## src/scc_pkg.sv

```systemverilog
/*
 * Constants of the serial channel control block: register indices,
 * field positions, reset values and shift timing.
 * Assumes byte address = 4 * register index on the bus.
 */
package scc_pkg;
	// Register indices; byte address is four times the index
	localparam logic [15:0] IDX_STATUS = 16'h4320;
	localparam logic [15:0] IDX_TXD = 16'h4322;
	localparam logic [15:0] IDX_RXD = 16'h4324;
	localparam logic [15:0] IDX_CTL = 16'h4326;
	localparam logic [15:0] IDX_IRQ_STATUS = 16'h4328;
	localparam logic [15:0] IDX_IRQ_MASK = 16'h432A;

	// Control register fields
	localparam int CTL_ENABLE = 0;
	localparam int CTL_ROLE = 1;
	localparam int CTL_POL = 2;
	localparam int CTL_PHA = 3;
	localparam int CTL_TXIE = 4;
	localparam int CTL_RXIE = 5;
	localparam int CTL_ORDER = 8;
	localparam int CTL_CLKSRC = 9;
	localparam logic [15:0] CTL_USED = 16'h033F;
	localparam logic [15:0] CTL_RESET = 16'h0000;

	// Status register fields
	localparam int ST_TBE = 0;
	localparam int ST_RBF = 1;
	localparam int ST_BUSY = 2;

	// Interrupt status and mask fields
	localparam int IRQ_TX = 0;
	localparam int IRQ_RX = 1;
	localparam logic [1:0] IRQ_RESET = 2'h0;

	localparam logic [7:0] DATA_RESET = 8'h00;

	// Shift clock from peripheral clock divided by four
	localparam int PCLK_DIV = 4;
	localparam logic HALF_LAST = 1'((PCLK_DIV / 2) - 1);
	localparam logic [3:0] EDGE_LAST = 4'hF;

	// Cycles from a data pin to its synchronised copy
	localparam int SYNC_LAG = 4;

	localparam logic [1:0] RESP_OKAY = 2'h0;
	localparam logic [1:0] RESP_SLVERR = 2'h2;
endpackage : scc_pkg

```

## src/scc_channel.sv

```systemverilog
/*
 * One synchronous serial channel with its control, status, data and
 * interrupt registers, reached over AXI4-Lite.
 * Assumes a 200 MHz clock, pins asynchronous to it, and a timer pulse
 * input on the same clock.
 */
// How it works
// RULE_01: clock source: PCLK/4 or timer channel 0
// RULE_02: bit order select: MSB or LSB first
// RULE_03: receive-full event raises request when enabled
// RULE_04: transmit-empty event raises request when enabled
// RULE_05: phase bit picks launch or capture first
// RULE_06: polarity bit sets idle level of clock
// RULE_07: role bit one makes master with internal clock
// RULE_08: slave shifts only on master's clock
// RULE_09: enable bit starts channel; clear stops it
// RULE_10: software disables before changing mode bits
// RULE_11: software avoids control access during transfers
// RULE_12: unused control bits read as zero
// RULE_13: software writes zero to reserved bits
// RULE_14: busy: master transfer or slave select low
// RULE_15: receive full set on load, cleared by read
// RULE_16: usual four-mode phase and polarity behaviour
`timescale 1ns/1ps
module scc_channel #(
	parameter int ADDR_W = 18
) (
	// Clock and reset
	input wire logic clock,
	input wire logic arst_n,
	// AXI4-Lite write address
	input wire logic [ADDR_W-1:0] s_axi_awaddr,
	input wire logic [2:0] s_axi_awprot,
	input wire logic s_axi_awvalid,
	output logic s_axi_awready,
	// AXI4-Lite write data
	input wire logic [31:0] s_axi_wdata,
	input wire logic [3:0] s_axi_wstrb,
	input wire logic s_axi_wvalid,
	output logic s_axi_wready,
	// AXI4-Lite write response
	output logic [1:0] s_axi_bresp,
	output logic s_axi_bvalid,
	input wire logic s_axi_bready,
	// AXI4-Lite read address
	input wire logic [ADDR_W-1:0] s_axi_araddr,
	input wire logic [2:0] s_axi_arprot,
	input wire logic s_axi_arvalid,
	output logic s_axi_arready,
	// AXI4-Lite read data
	output logic [31:0] s_axi_rdata,
	output logic [1:0] s_axi_rresp,
	output logic s_axi_rvalid,
	input wire logic s_axi_rready,
	// Timer channel 0 output pulse, same clock
	input wire logic eight_bit_timer_ch0,
	// Serial link pins
	input wire logic sclk_in,
	output logic sclk_out,
	output logic sclk_oe,
	input wire logic sdi,
	output logic sdo,
	input wire logic ss_n,
	// Interrupt toward the interrupt controller
	output logic irq
);
	import scc_pkg::*;

	logic [15:0] serial_control_reg;
	logic [7:0] tx_buf;
	logic [7:0] rx_buf;
	logic tx_full;
	logic rx_buffer_full_flag;
	logic [1:0] irq_status;
	logic [1:0] irq_mask;
	logic channel_enable;
	logic master_role_select;
	logic clock_polarity_select;
	logic clock_phase_select;
	logic tx_empty_irq_enable;
	logic rx_full_irq_enable;
	logic bit_order_select;
	logic clock_source_select;

	assign channel_enable = serial_control_reg[CTL_ENABLE];
	assign master_role_select = serial_control_reg[CTL_ROLE];
	assign clock_polarity_select = serial_control_reg[CTL_POL];
	assign clock_phase_select = serial_control_reg[CTL_PHA];
	assign tx_empty_irq_enable = serial_control_reg[CTL_TXIE];
	assign rx_full_irq_enable = serial_control_reg[CTL_RXIE];
	assign bit_order_select = serial_control_reg[CTL_ORDER];
	assign clock_source_select = serial_control_reg[CTL_CLKSRC];

	// Pin synchronisers: bit 0 data in, 1 clock in, 2 select
	logic [2:0] pin_raw;
	logic [2:0] sync1;
	logic [2:0] sync2;
	logic [2:0] sync3;
	logic [2:0] pin_q;
	assign pin_raw = {ss_n, sclk_in, sdi};

	for (genvar i = 0; i < 3; i++) begin : g_sync
		always_ff @(posedge clock or negedge arst_n) begin
			if (!arst_n) begin
				sync1[i] <= 1'b1;
				sync2[i] <= 1'b1;
				sync3[i] <= 1'b1;
				pin_q[i] <= 1'b1;
			end else begin
				sync1[i] <= pin_raw[i];
				sync2[i] <= sync1[i];
				sync3[i] <= sync2[i];
				if (sync2[i] == sync3[i]) begin
					pin_q[i] <= sync3[i];
				end
			end
		end
	end

	logic sclk_prev;
	logic ss_prev;
	logic ss_low;
	assign ss_low = ~pin_q[2];

	always_ff @(posedge clock or negedge arst_n) begin
		if (!arst_n) begin
			sclk_prev <= 1'b1;
			ss_prev <= 1'b0;
		end else begin
			sclk_prev <= pin_q[1];
			ss_prev <= ss_low;
		end
	end

	function automatic logic out_bit(input logic [7:0] v, input logic lsb);
		return lsb ? v[0] : v[7];
	endfunction : out_bit

	function automatic logic [7:0] shift_on(input logic [7:0] v,
		input logic lsb);
		return lsb ? {1'b0, v[7:1]} : {v[6:0], 1'b0};
	endfunction : shift_on

	// Shift engine state
	logic active;
	logic [3:0] edge_cnt;
	logic [7:0] tx_sh;
	logic [7:0] rx_sh;
	logic half_cnt;
	logic tick;
	logic edge_go;
	logic is_cap;
	logic last;
	logic start_m;
	logic start_s;
	logic reload;
	logic load_now;
	logic done;
	logic tx_evt;
	logic [7:0] next_rx;
	logic [7:0] rx_word;
	logic [SYNC_LAG-1:0] cap_pipe;
	logic [SYNC_LAG-1:0] done_pipe;
	logic cap_now;
	logic rx_load;

	// RULE_01 clock source select
	assign tick = clock_source_select ? eight_bit_timer_ch0
		: (half_cnt == HALF_LAST);
	// RULE_08 slave edges only from input clock
	assign edge_go = active & (master_role_select ? tick
		: (ss_low & (pin_q[1] != sclk_prev)));
	// RULE_16 capture parity follows phase
	assign is_cap = (edge_cnt[0] == clock_phase_select);
	assign last = (edge_cnt == EDGE_LAST);
	assign start_m = channel_enable & master_role_select & ~active & tx_full;
	assign start_s = channel_enable & ~master_role_select & ss_low
		& ~ss_prev;
	assign reload = edge_go & last & (master_role_select ? tx_full : ss_low);
	assign load_now = start_m | start_s | reload;
	assign done = edge_go & last;
	assign tx_evt = load_now & tx_full;
	// RULE_02 capture order
	assign next_rx = bit_order_select ? {pin_q[0], rx_sh[7:1]}
		: {rx_sh[6:0], pin_q[0]};
	assign cap_now = master_role_select ? cap_pipe[SYNC_LAG-1]
		: (edge_go & is_cap);
	assign rx_load = master_role_select ? done_pipe[SYNC_LAG-1] : done;
	assign rx_word = cap_now ? next_rx : rx_sh;

	// Own clock sees sdi late: hold captures for the sync lag
	always_ff @(posedge clock or negedge arst_n) begin
		if (!arst_n) begin
			cap_pipe <= '0;
			done_pipe <= '0;
		end else begin
			cap_pipe <= {cap_pipe[SYNC_LAG-2:0], edge_go & is_cap};
			done_pipe <= {done_pipe[SYNC_LAG-2:0], done};
		end
	end

	always_ff @(posedge clock or negedge arst_n) begin
		if (!arst_n) begin
			half_cnt <= 1'b0;
		end else if (active & master_role_select) begin
			half_cnt <= half_cnt + 1'b1;
		end else begin
			half_cnt <= 1'b0;
		end
	end

	always_ff @(posedge clock or negedge arst_n) begin
		if (!arst_n) begin
			active <= 1'b0;
			edge_cnt <= 4'h0;
			tx_sh <= DATA_RESET;
			rx_sh <= DATA_RESET;
			sdo <= 1'b0;
			sclk_out <= 1'b0;
			sclk_oe <= 1'b0;
		end else if (!channel_enable) begin
			// RULE_09 disabled channel stops
			active <= 1'b0;
			edge_cnt <= 4'h0;
			// RULE_06 idle level from polarity
			sclk_out <= clock_polarity_select;
			sclk_oe <= 1'b0;
		end else begin
			// RULE_07 master drives the clock
			sclk_oe <= master_role_select;
			if (edge_go) begin
				edge_cnt <= edge_cnt + 4'h1;
				if (master_role_select) begin
					sclk_out <= ~sclk_out;
				end
				// RULE_05 launch on non-capture edges except the last edge
				if (!is_cap && !last) begin
					sdo <= out_bit(tx_sh, bit_order_select);
					tx_sh <= shift_on(tx_sh, bit_order_select);
				end
			end
			// RULE_05 master captures after the sync lag, slave on the edge
			if (cap_now) begin
				rx_sh <= next_rx;
			end
			if (done) begin
				active <= reload;
			end
			if (load_now) begin
				active <= 1'b1;
				edge_cnt <= 4'h0;
				if (clock_phase_select) begin
					tx_sh <= tx_buf;
				end else begin
					sdo <= out_bit(tx_buf, bit_order_select);
					tx_sh <= shift_on(tx_buf, bit_order_select);
				end
			end
			if (!master_role_select && !ss_low) begin
				active <= 1'b0;
				edge_cnt <= 4'h0;
			end
		end
	end

	// Bus handshake state
	logic aw_full;
	logic w_full;
	logic [ADDR_W-1:0] aw_addr;
	logic [31:0] w_data;
	logic [3:0] w_strb;
	logic do_write;
	logic rd_take;

	assign do_write = aw_full & w_full & ~s_axi_bvalid;
	assign rd_take = s_axi_arvalid & s_axi_arready;

	function automatic logic hit(input logic [ADDR_W-1:0] a,
		input logic [15:0] idx);
		return a == ADDR_W'({idx, 2'b00});
	endfunction : hit

	function automatic logic [15:0] merge(input logic [15:0] old,
		input logic [31:0] d, input logic [3:0] s);
		return {s[1] ? d[15:8] : old[15:8], s[0] ? d[7:0] : old[7:0]};
	endfunction : merge

	logic wr_ctl;
	logic wr_txd;
	logic wr_ist;
	logic wr_msk;
	assign wr_ctl = do_write & hit(aw_addr, IDX_CTL);
	assign wr_txd = do_write & hit(aw_addr, IDX_TXD) & w_strb[0];
	assign wr_ist = do_write & hit(aw_addr, IDX_IRQ_STATUS);
	assign wr_msk = do_write & hit(aw_addr, IDX_IRQ_MASK);

	always_ff @(posedge clock or negedge arst_n) begin
		if (!arst_n) begin
			s_axi_awready <= 1'b1;
			s_axi_wready <= 1'b1;
			s_axi_bvalid <= 1'b0;
			s_axi_bresp <= RESP_OKAY;
			aw_full <= 1'b0;
			w_full <= 1'b0;
			aw_addr <= '0;
			w_data <= 32'h0000_0000;
			w_strb <= 4'h0;
		end else begin
			if (s_axi_awvalid && s_axi_awready) begin
				aw_addr <= s_axi_awaddr;
				aw_full <= 1'b1;
				s_axi_awready <= 1'b0;
			end
			if (s_axi_wvalid && s_axi_wready) begin
				w_data <= s_axi_wdata;
				w_strb <= s_axi_wstrb;
				w_full <= 1'b1;
				s_axi_wready <= 1'b0;
			end
			if (do_write) begin
				aw_full <= 1'b0;
				w_full <= 1'b0;
				s_axi_bvalid <= 1'b1;
				s_axi_bresp <= (hit(aw_addr, IDX_CTL) | hit(aw_addr, IDX_TXD)
					| hit(aw_addr, IDX_IRQ_STATUS) | hit(aw_addr, IDX_IRQ_MASK))
					? RESP_OKAY : RESP_SLVERR;
			end
			if (s_axi_bvalid && s_axi_bready) begin
				s_axi_bvalid <= 1'b0;
				s_axi_awready <= 1'b1;
				s_axi_wready <= 1'b1;
			end
		end
	end

	always_ff @(posedge clock or negedge arst_n) begin
		if (!arst_n) begin
			s_axi_arready <= 1'b1;
			s_axi_rvalid <= 1'b0;
			s_axi_rdata <= 32'h0000_0000;
			s_axi_rresp <= RESP_OKAY;
		end else begin
			if (rd_take) begin
				s_axi_arready <= 1'b0;
				s_axi_rvalid <= 1'b1;
				s_axi_rresp <= RESP_OKAY;
				s_axi_rdata <= 32'h0000_0000;
				if (hit(s_axi_araddr, IDX_STATUS)) begin
					// RULE_14 busy by role
					s_axi_rdata[ST_BUSY] <= master_role_select ? active : ss_low;
					s_axi_rdata[ST_RBF] <= rx_buffer_full_flag;
					s_axi_rdata[ST_TBE] <= ~tx_full;
				end else if (hit(s_axi_araddr, IDX_TXD)) begin
					s_axi_rdata[7:0] <= tx_buf;
				end else if (hit(s_axi_araddr, IDX_RXD)) begin
					s_axi_rdata[7:0] <= rx_buf;
				end else if (hit(s_axi_araddr, IDX_CTL)) begin
					// RULE_12 unused bits read zero
					s_axi_rdata[15:0] <= serial_control_reg & CTL_USED;
				end else if (hit(s_axi_araddr, IDX_IRQ_STATUS)) begin
					s_axi_rdata[1:0] <= irq_status;
				end else if (hit(s_axi_araddr, IDX_IRQ_MASK)) begin
					s_axi_rdata[1:0] <= irq_mask;
				end else begin
					s_axi_rresp <= RESP_SLVERR;
				end
			end
			if (s_axi_rvalid && s_axi_rready) begin
				s_axi_rvalid <= 1'b0;
				s_axi_arready <= 1'b1;
			end
		end
	end

	always_ff @(posedge clock or negedge arst_n) begin
		if (!arst_n) begin
			serial_control_reg <= CTL_RESET;
			irq_mask <= IRQ_RESET;
		end else begin
			if (wr_ctl) begin
				serial_control_reg <= merge(serial_control_reg, w_data, w_strb)
					& CTL_USED;
			end
			if (wr_msk && w_strb[0]) begin
				irq_mask <= w_data[1:0];
			end
		end
	end

	// Transmit buffer; a write in the load cycle keeps the new byte
	always_ff @(posedge clock or negedge arst_n) begin
		if (!arst_n) begin
			tx_buf <= DATA_RESET;
			tx_full <= 1'b0;
		end else if (wr_txd) begin
			tx_buf <= w_data[7:0];
			tx_full <= 1'b1;
		end else if (tx_evt) begin
			tx_full <= 1'b0;
		end
	end

	// RULE_15 receive full, load beats read
	always_ff @(posedge clock or negedge arst_n) begin
		if (!arst_n) begin
			rx_buf <= DATA_RESET;
			rx_buffer_full_flag <= 1'b0;
		end else if (rx_load) begin
			rx_buf <= rx_word;
			rx_buffer_full_flag <= 1'b1;
		end else if (rd_take && hit(s_axi_araddr, IDX_RXD)) begin
			rx_buffer_full_flag <= 1'b0;
		end
	end

	always_ff @(posedge clock or negedge arst_n) begin
		if (!arst_n) begin
			irq_status <= IRQ_RESET;
			irq <= 1'b0;
		end else begin
			for (int b = 0; b < 2; b++) begin
				if (wr_ist && w_strb[0] && w_data[b]) begin
					irq_status[b] <= 1'b0;
				end
			end
			// RULE_03 receive-full request gated
			if (rx_load && rx_full_irq_enable) begin
				irq_status[IRQ_RX] <= 1'b1;
			end
			// RULE_04 transmit-empty request gated
			if (tx_evt && tx_empty_irq_enable) begin
				irq_status[IRQ_TX] <= 1'b1;
			end
			irq <= |(irq_status & irq_mask);
		end
	end
endmodule : scc_channel

```

## config.mk

```make
export PLATFORM = sky130hd
export DESIGN_NAME = scc_channel
export DESIGN_NICKNAME = d
export VERILOG_FILES = /design/src/scc_pkg.sv /design/src/scc_channel.sv
export SDC_FILE = /design/constraint.sdc
export NUM_CORES = 1
export LEC_CHECK = 0
export ABC_AREA = 1
export BUFFER_PORTS_ARGS = -buffer_cell sky130_fd_sc_hd__buf_2
export CAP_MARGIN = 15
export CELL_PAD_IN_SITES_DETAIL_PLACEMENT = 0
export CELL_PAD_IN_SITES_GLOBAL_PLACEMENT = 1
export CORE_MARGIN = 1.5
export CORE_UTILIZATION = 40
export DETAILED_ROUTE_END_ITERATION = 10
export PLACE_DENSITY_LB_ADDON = 0.1
export RECOVER_POWER = 25
export SLEW_MARGIN = 10
export SYNTH_ARGS = -nofsm -noshare
export SYNTH_HDL_FRONTEND = slang
export SYNTH_SLANG_ARGS = --single-unit
```

## constraint.sdc

```tcl
create_clock -name clock -period 1.85 [get_ports clock]
set_input_delay 0.2775 -clock clock [delete_from_list [all_inputs] [get_ports clock]]
set_output_delay 0.2775 -clock clock [all_outputs]
set_load 0.01 [all_outputs]
```

==> results by group <==
Outcome
  – Outcome: finished, final reports clean

STA
  – Max Freq: 553 MHz
  – Final hold vios: 0
  – Hold slack: approximately 0.036 ns
  – Unrepaired setup endpoints after global routing: true
  – Tightest Pin Transition: around 0.75 ns
  – Slew Limit Fails: 0
  – Setup-failing EPs final: 0
  – Tcrit/Tclk final: 0.977
  – Post-route minimum period: approximately 1.8 ns
  – Slew HR: 0.503
  – Final Skew: 0.00620 ns

Run
  – Max Cap Viol: 0

Synthesis
  – Syn avg cell area: approximately 8.3 sq um
  – Seq/Total Area, Yosys: 0.516
  – Yosys warnings: 0
  – Mapped cell area: slightly above 6000 sq um
  – Synthesized instance count: 743
  – Fraction of registers with async set/reset: 1.00
  – Flops & latches, synth: roughly 130
  – Number of synthesized flops with an enable pin: 0
  – Netlist cell types: 48
  – Synth Flop Type: dfrtp_1

Worst setup path
  – Reg2reg path depth: 11
  – WP data required: ~2.2 ns
  – Startpoint types: flop
  – Setup crit end kind: flop
  – R2R Setup Slk: ~0.042 ns
  – CP startpoint: pin_q[1]
  – RR Startpoint: pin_q[1]
  – Largest driver fanout on the critical path: 8
  – Critical path destination: rx_buf[7]
  – Crit path DAT: 2.10 ns
  – Critical path type: flop to flop
  – FF-to-FF End: rx_buf[7]

Power
  – Peak supply drop: approximately 670 uV
  – Lkg Pwr: slightly above 4 nW
  – Gate power share: 0.141
  – P_int: 5.67 mW
  – Switch Pwr: 2.22 mW
  – Power per standard cell area: just over 1000 nW/um^2
  – Sequential power share: 0.443
  – Clock power share: 0.415
  – Sw Share: 0.281

Clock tree
  – Clock Latency Late Sink: 0.41 ns
  – Root buf cell: clkbuf_16
  – CTS tree: done
  – Total CTS buffers: 17
  – Worst-path clk slew: ~0.06 ns
  – CTS H-Tree Depth: 4
  – Clk buf depth: 2
  – TritonCTS Sinks: around 130

GRT
  – Grt total ovfl: 0
  – Largest net degree at the start of global routing: between 40 and 50
  – Number of global-route vias before repair: 5044
  – Initial antenna violation count: 0
  – First-pass GRT wire length: between 20000 and 25000 microns
  – Global-route usage over all layers: 0.197

Final layout
  – Largest registers: aw_addr x18, s_axi_rdata x10, w_data x10
  – Biggest register: aw_addr
  – Most common cell after layout, fill and taps aside: nand2_1
  – Post-Layout Cell Count: between 1k and 1.5k
  – Inserted Diodes: 0
  – Layout cells sized above 1: 0.256
  – Most frequent cells in the layout: nand2_1 (242), dfrtp_1 (110), buf_2 (78)
  – Layout fillers: between 1k and 1.5k
  – Design area: just under 8000 sq um
  – Nets@finish: between 900 and 1k
  – Number of flip-flops in the largest register: 18
  – Synthesis-to-layout area growth: 24.8%

Hold path
  – Worst hold path type: primary input to flop

Floorplanning
  – I/O pin count: about 130
  – Initial Util: 0.409
  – Die Footprint: approximately 16000 sq um
  – Rows: 45
  – Die Width: between 100 and 150 microns
  – Core area: around 15000 sq um
  – Die H: approximately 130 microns

Route
  – Routed Antenna Nets: 0
  – Vias/cell: 4.84
  – First-pass DRT Iterations: 5
  – # DRC: 0
  – Routed len/inst: about 14 microns
  – Total Wirelength: between 15000 and 20000 microns
  – Via Count: around 5.1k
  – Initial DRC count: between 300 and 400

Place
  – Dpl hpwl: about 11000 microns
  – Placed Cells: between 1k and 1.5k
  – Port Buf Inserts: a little under 80
  – Cell Area, Placed: roughly 6900 sq um
  – Placer Congestion: approximately 0.84
==> cell families after synthesis <==
group / after synthesis / share of synthesized area
AOI/OAI and AO/OA: 95 / 0.0876
xor gates and xnor gates: 4 / 0.00565
adders and majority gates: 4 / 0.00686
buffers and inverters: 125 / 0.0977
DFF: 127 / 0.516
muxes: 6 / 0.00969
other: 1 / 0.000605
and+or+nand+nor: 381 / 0.276
==> what timing repair did <==
item / in CTS / in global routing
hold buffers: 4 / 0
resized for setup: 0 / 60
endpoints found under the hold margin: 17 / 0
buffers inserted: 0 / 4
setup endpoints to repair: 0 / 34
==> cells in the mapped netlist (3+ instances only) <==
library cell  instances  area (sq um)
a21oi_1              14          70.1
o22ai_1               8          50.1
nand3_1              52           260
buf_2                 5          25.0
nand2_1             251           942
buf_6                 3          33.8
nor2_2                3          18.8
o21ai_1              13          65.1
maj3_1                3          30.0
nand2_4               3          33.8
dfstp_2              16           420
xor2_1                4          35.0
nor2_1               30           113
clkbuf_1              8          30.0
nor3_1                3          15.0
inv_1                78           293
dfrtp_1             111          2780
mux2i_1               6          60.1
nand4_1              15          93.8
nand2_2               8          50.1
o21ai_0              49           245
buf_4                25           188
==> power by group through the flow <==
stage	registers (mW)	clock network, mW	logic, mW
6_report	3.50	3.28	1.11
5_1_grt	3.56	3.47	1.28
4_1_cts	3.51	3.36	1.13
3_5_place_dp	3.55	0	1.11
3_3_place_gp	3.53	0	1.08
2_1_floorplan	3.50	0	0.724
==> worst min path at each step <==
stage | slack, ns | start | cells past startpoint | to
2_1_floorplan | -0.02 | arst_n | 0 | active
5_1_grt | 0.03 | s_axi_awvalid | 2 | s_axi_awready
4_1_cts | 0.02 | s_axi_awvalid | 2 | s_axi_awready
6_report | 0.04 | s_axi_wvalid | 2 | s_axi_wready
3_3_place_gp | 0.23 | arst_n | 1 | cap_pipe[3]
3_5_place_dp | 0.24 | arst_n | 1 | cap_pipe[3]
==> cell type report <==
cell class,count,area (sq um),area share
Timing Repair Buffer,113,718,0.0928
Sequential cell,127,3200,0.413
Inverter,81,317,0.0409
Clock buffer,22,464,0.0600
Tap cell,188,235,0.0304
Clock inverter,10,113,0.0146
Multi-Input combinational cell,514,2690,0.348
==> per-layer routing <==
layer,wire [microns],vias to the layer above,GRT usage,share of wire
li1,-,2565,-,-
met1,7110,2397,0.260,0.47
met2,7210,121,0.322,0.48
met3,609,18,0.0477,0.040
met4,213,0,0.0642,0.014
met5,0,-,0,0
==> critical path: stages, from the launching register on <==
cell and delay, ns:
dfstp_2 0.56, inv_2 0.04, nand2_2 0.05, nand2_2 0.07, o21ai_4 0.20, nand2_4 0.11
nor2_4 0.16, nand2_4 0.12, nand2_8 0.16, nand2_4 0.07, nand3_2 0.08, o21ai_2 0.06
==> metrics by stage <==
step / utilization / power (mW) / TNS [ns] / setup WS, ns
floorplan: - / 4.23 / 0 / 0.292
global placement: 0.453 / 4.62 / 0 / 0.0809
detailed placement: 0.453 / 4.66 / 0 / 0.0460
CTS: 0.494 / 7.99 / 0 / 0.0366
global route: 0.511 / 8.31 / -0.645 / -0.0688
finish: 0.511 / 7.89 / 0 / 0.0423
(Power assumes the default switching activity.)
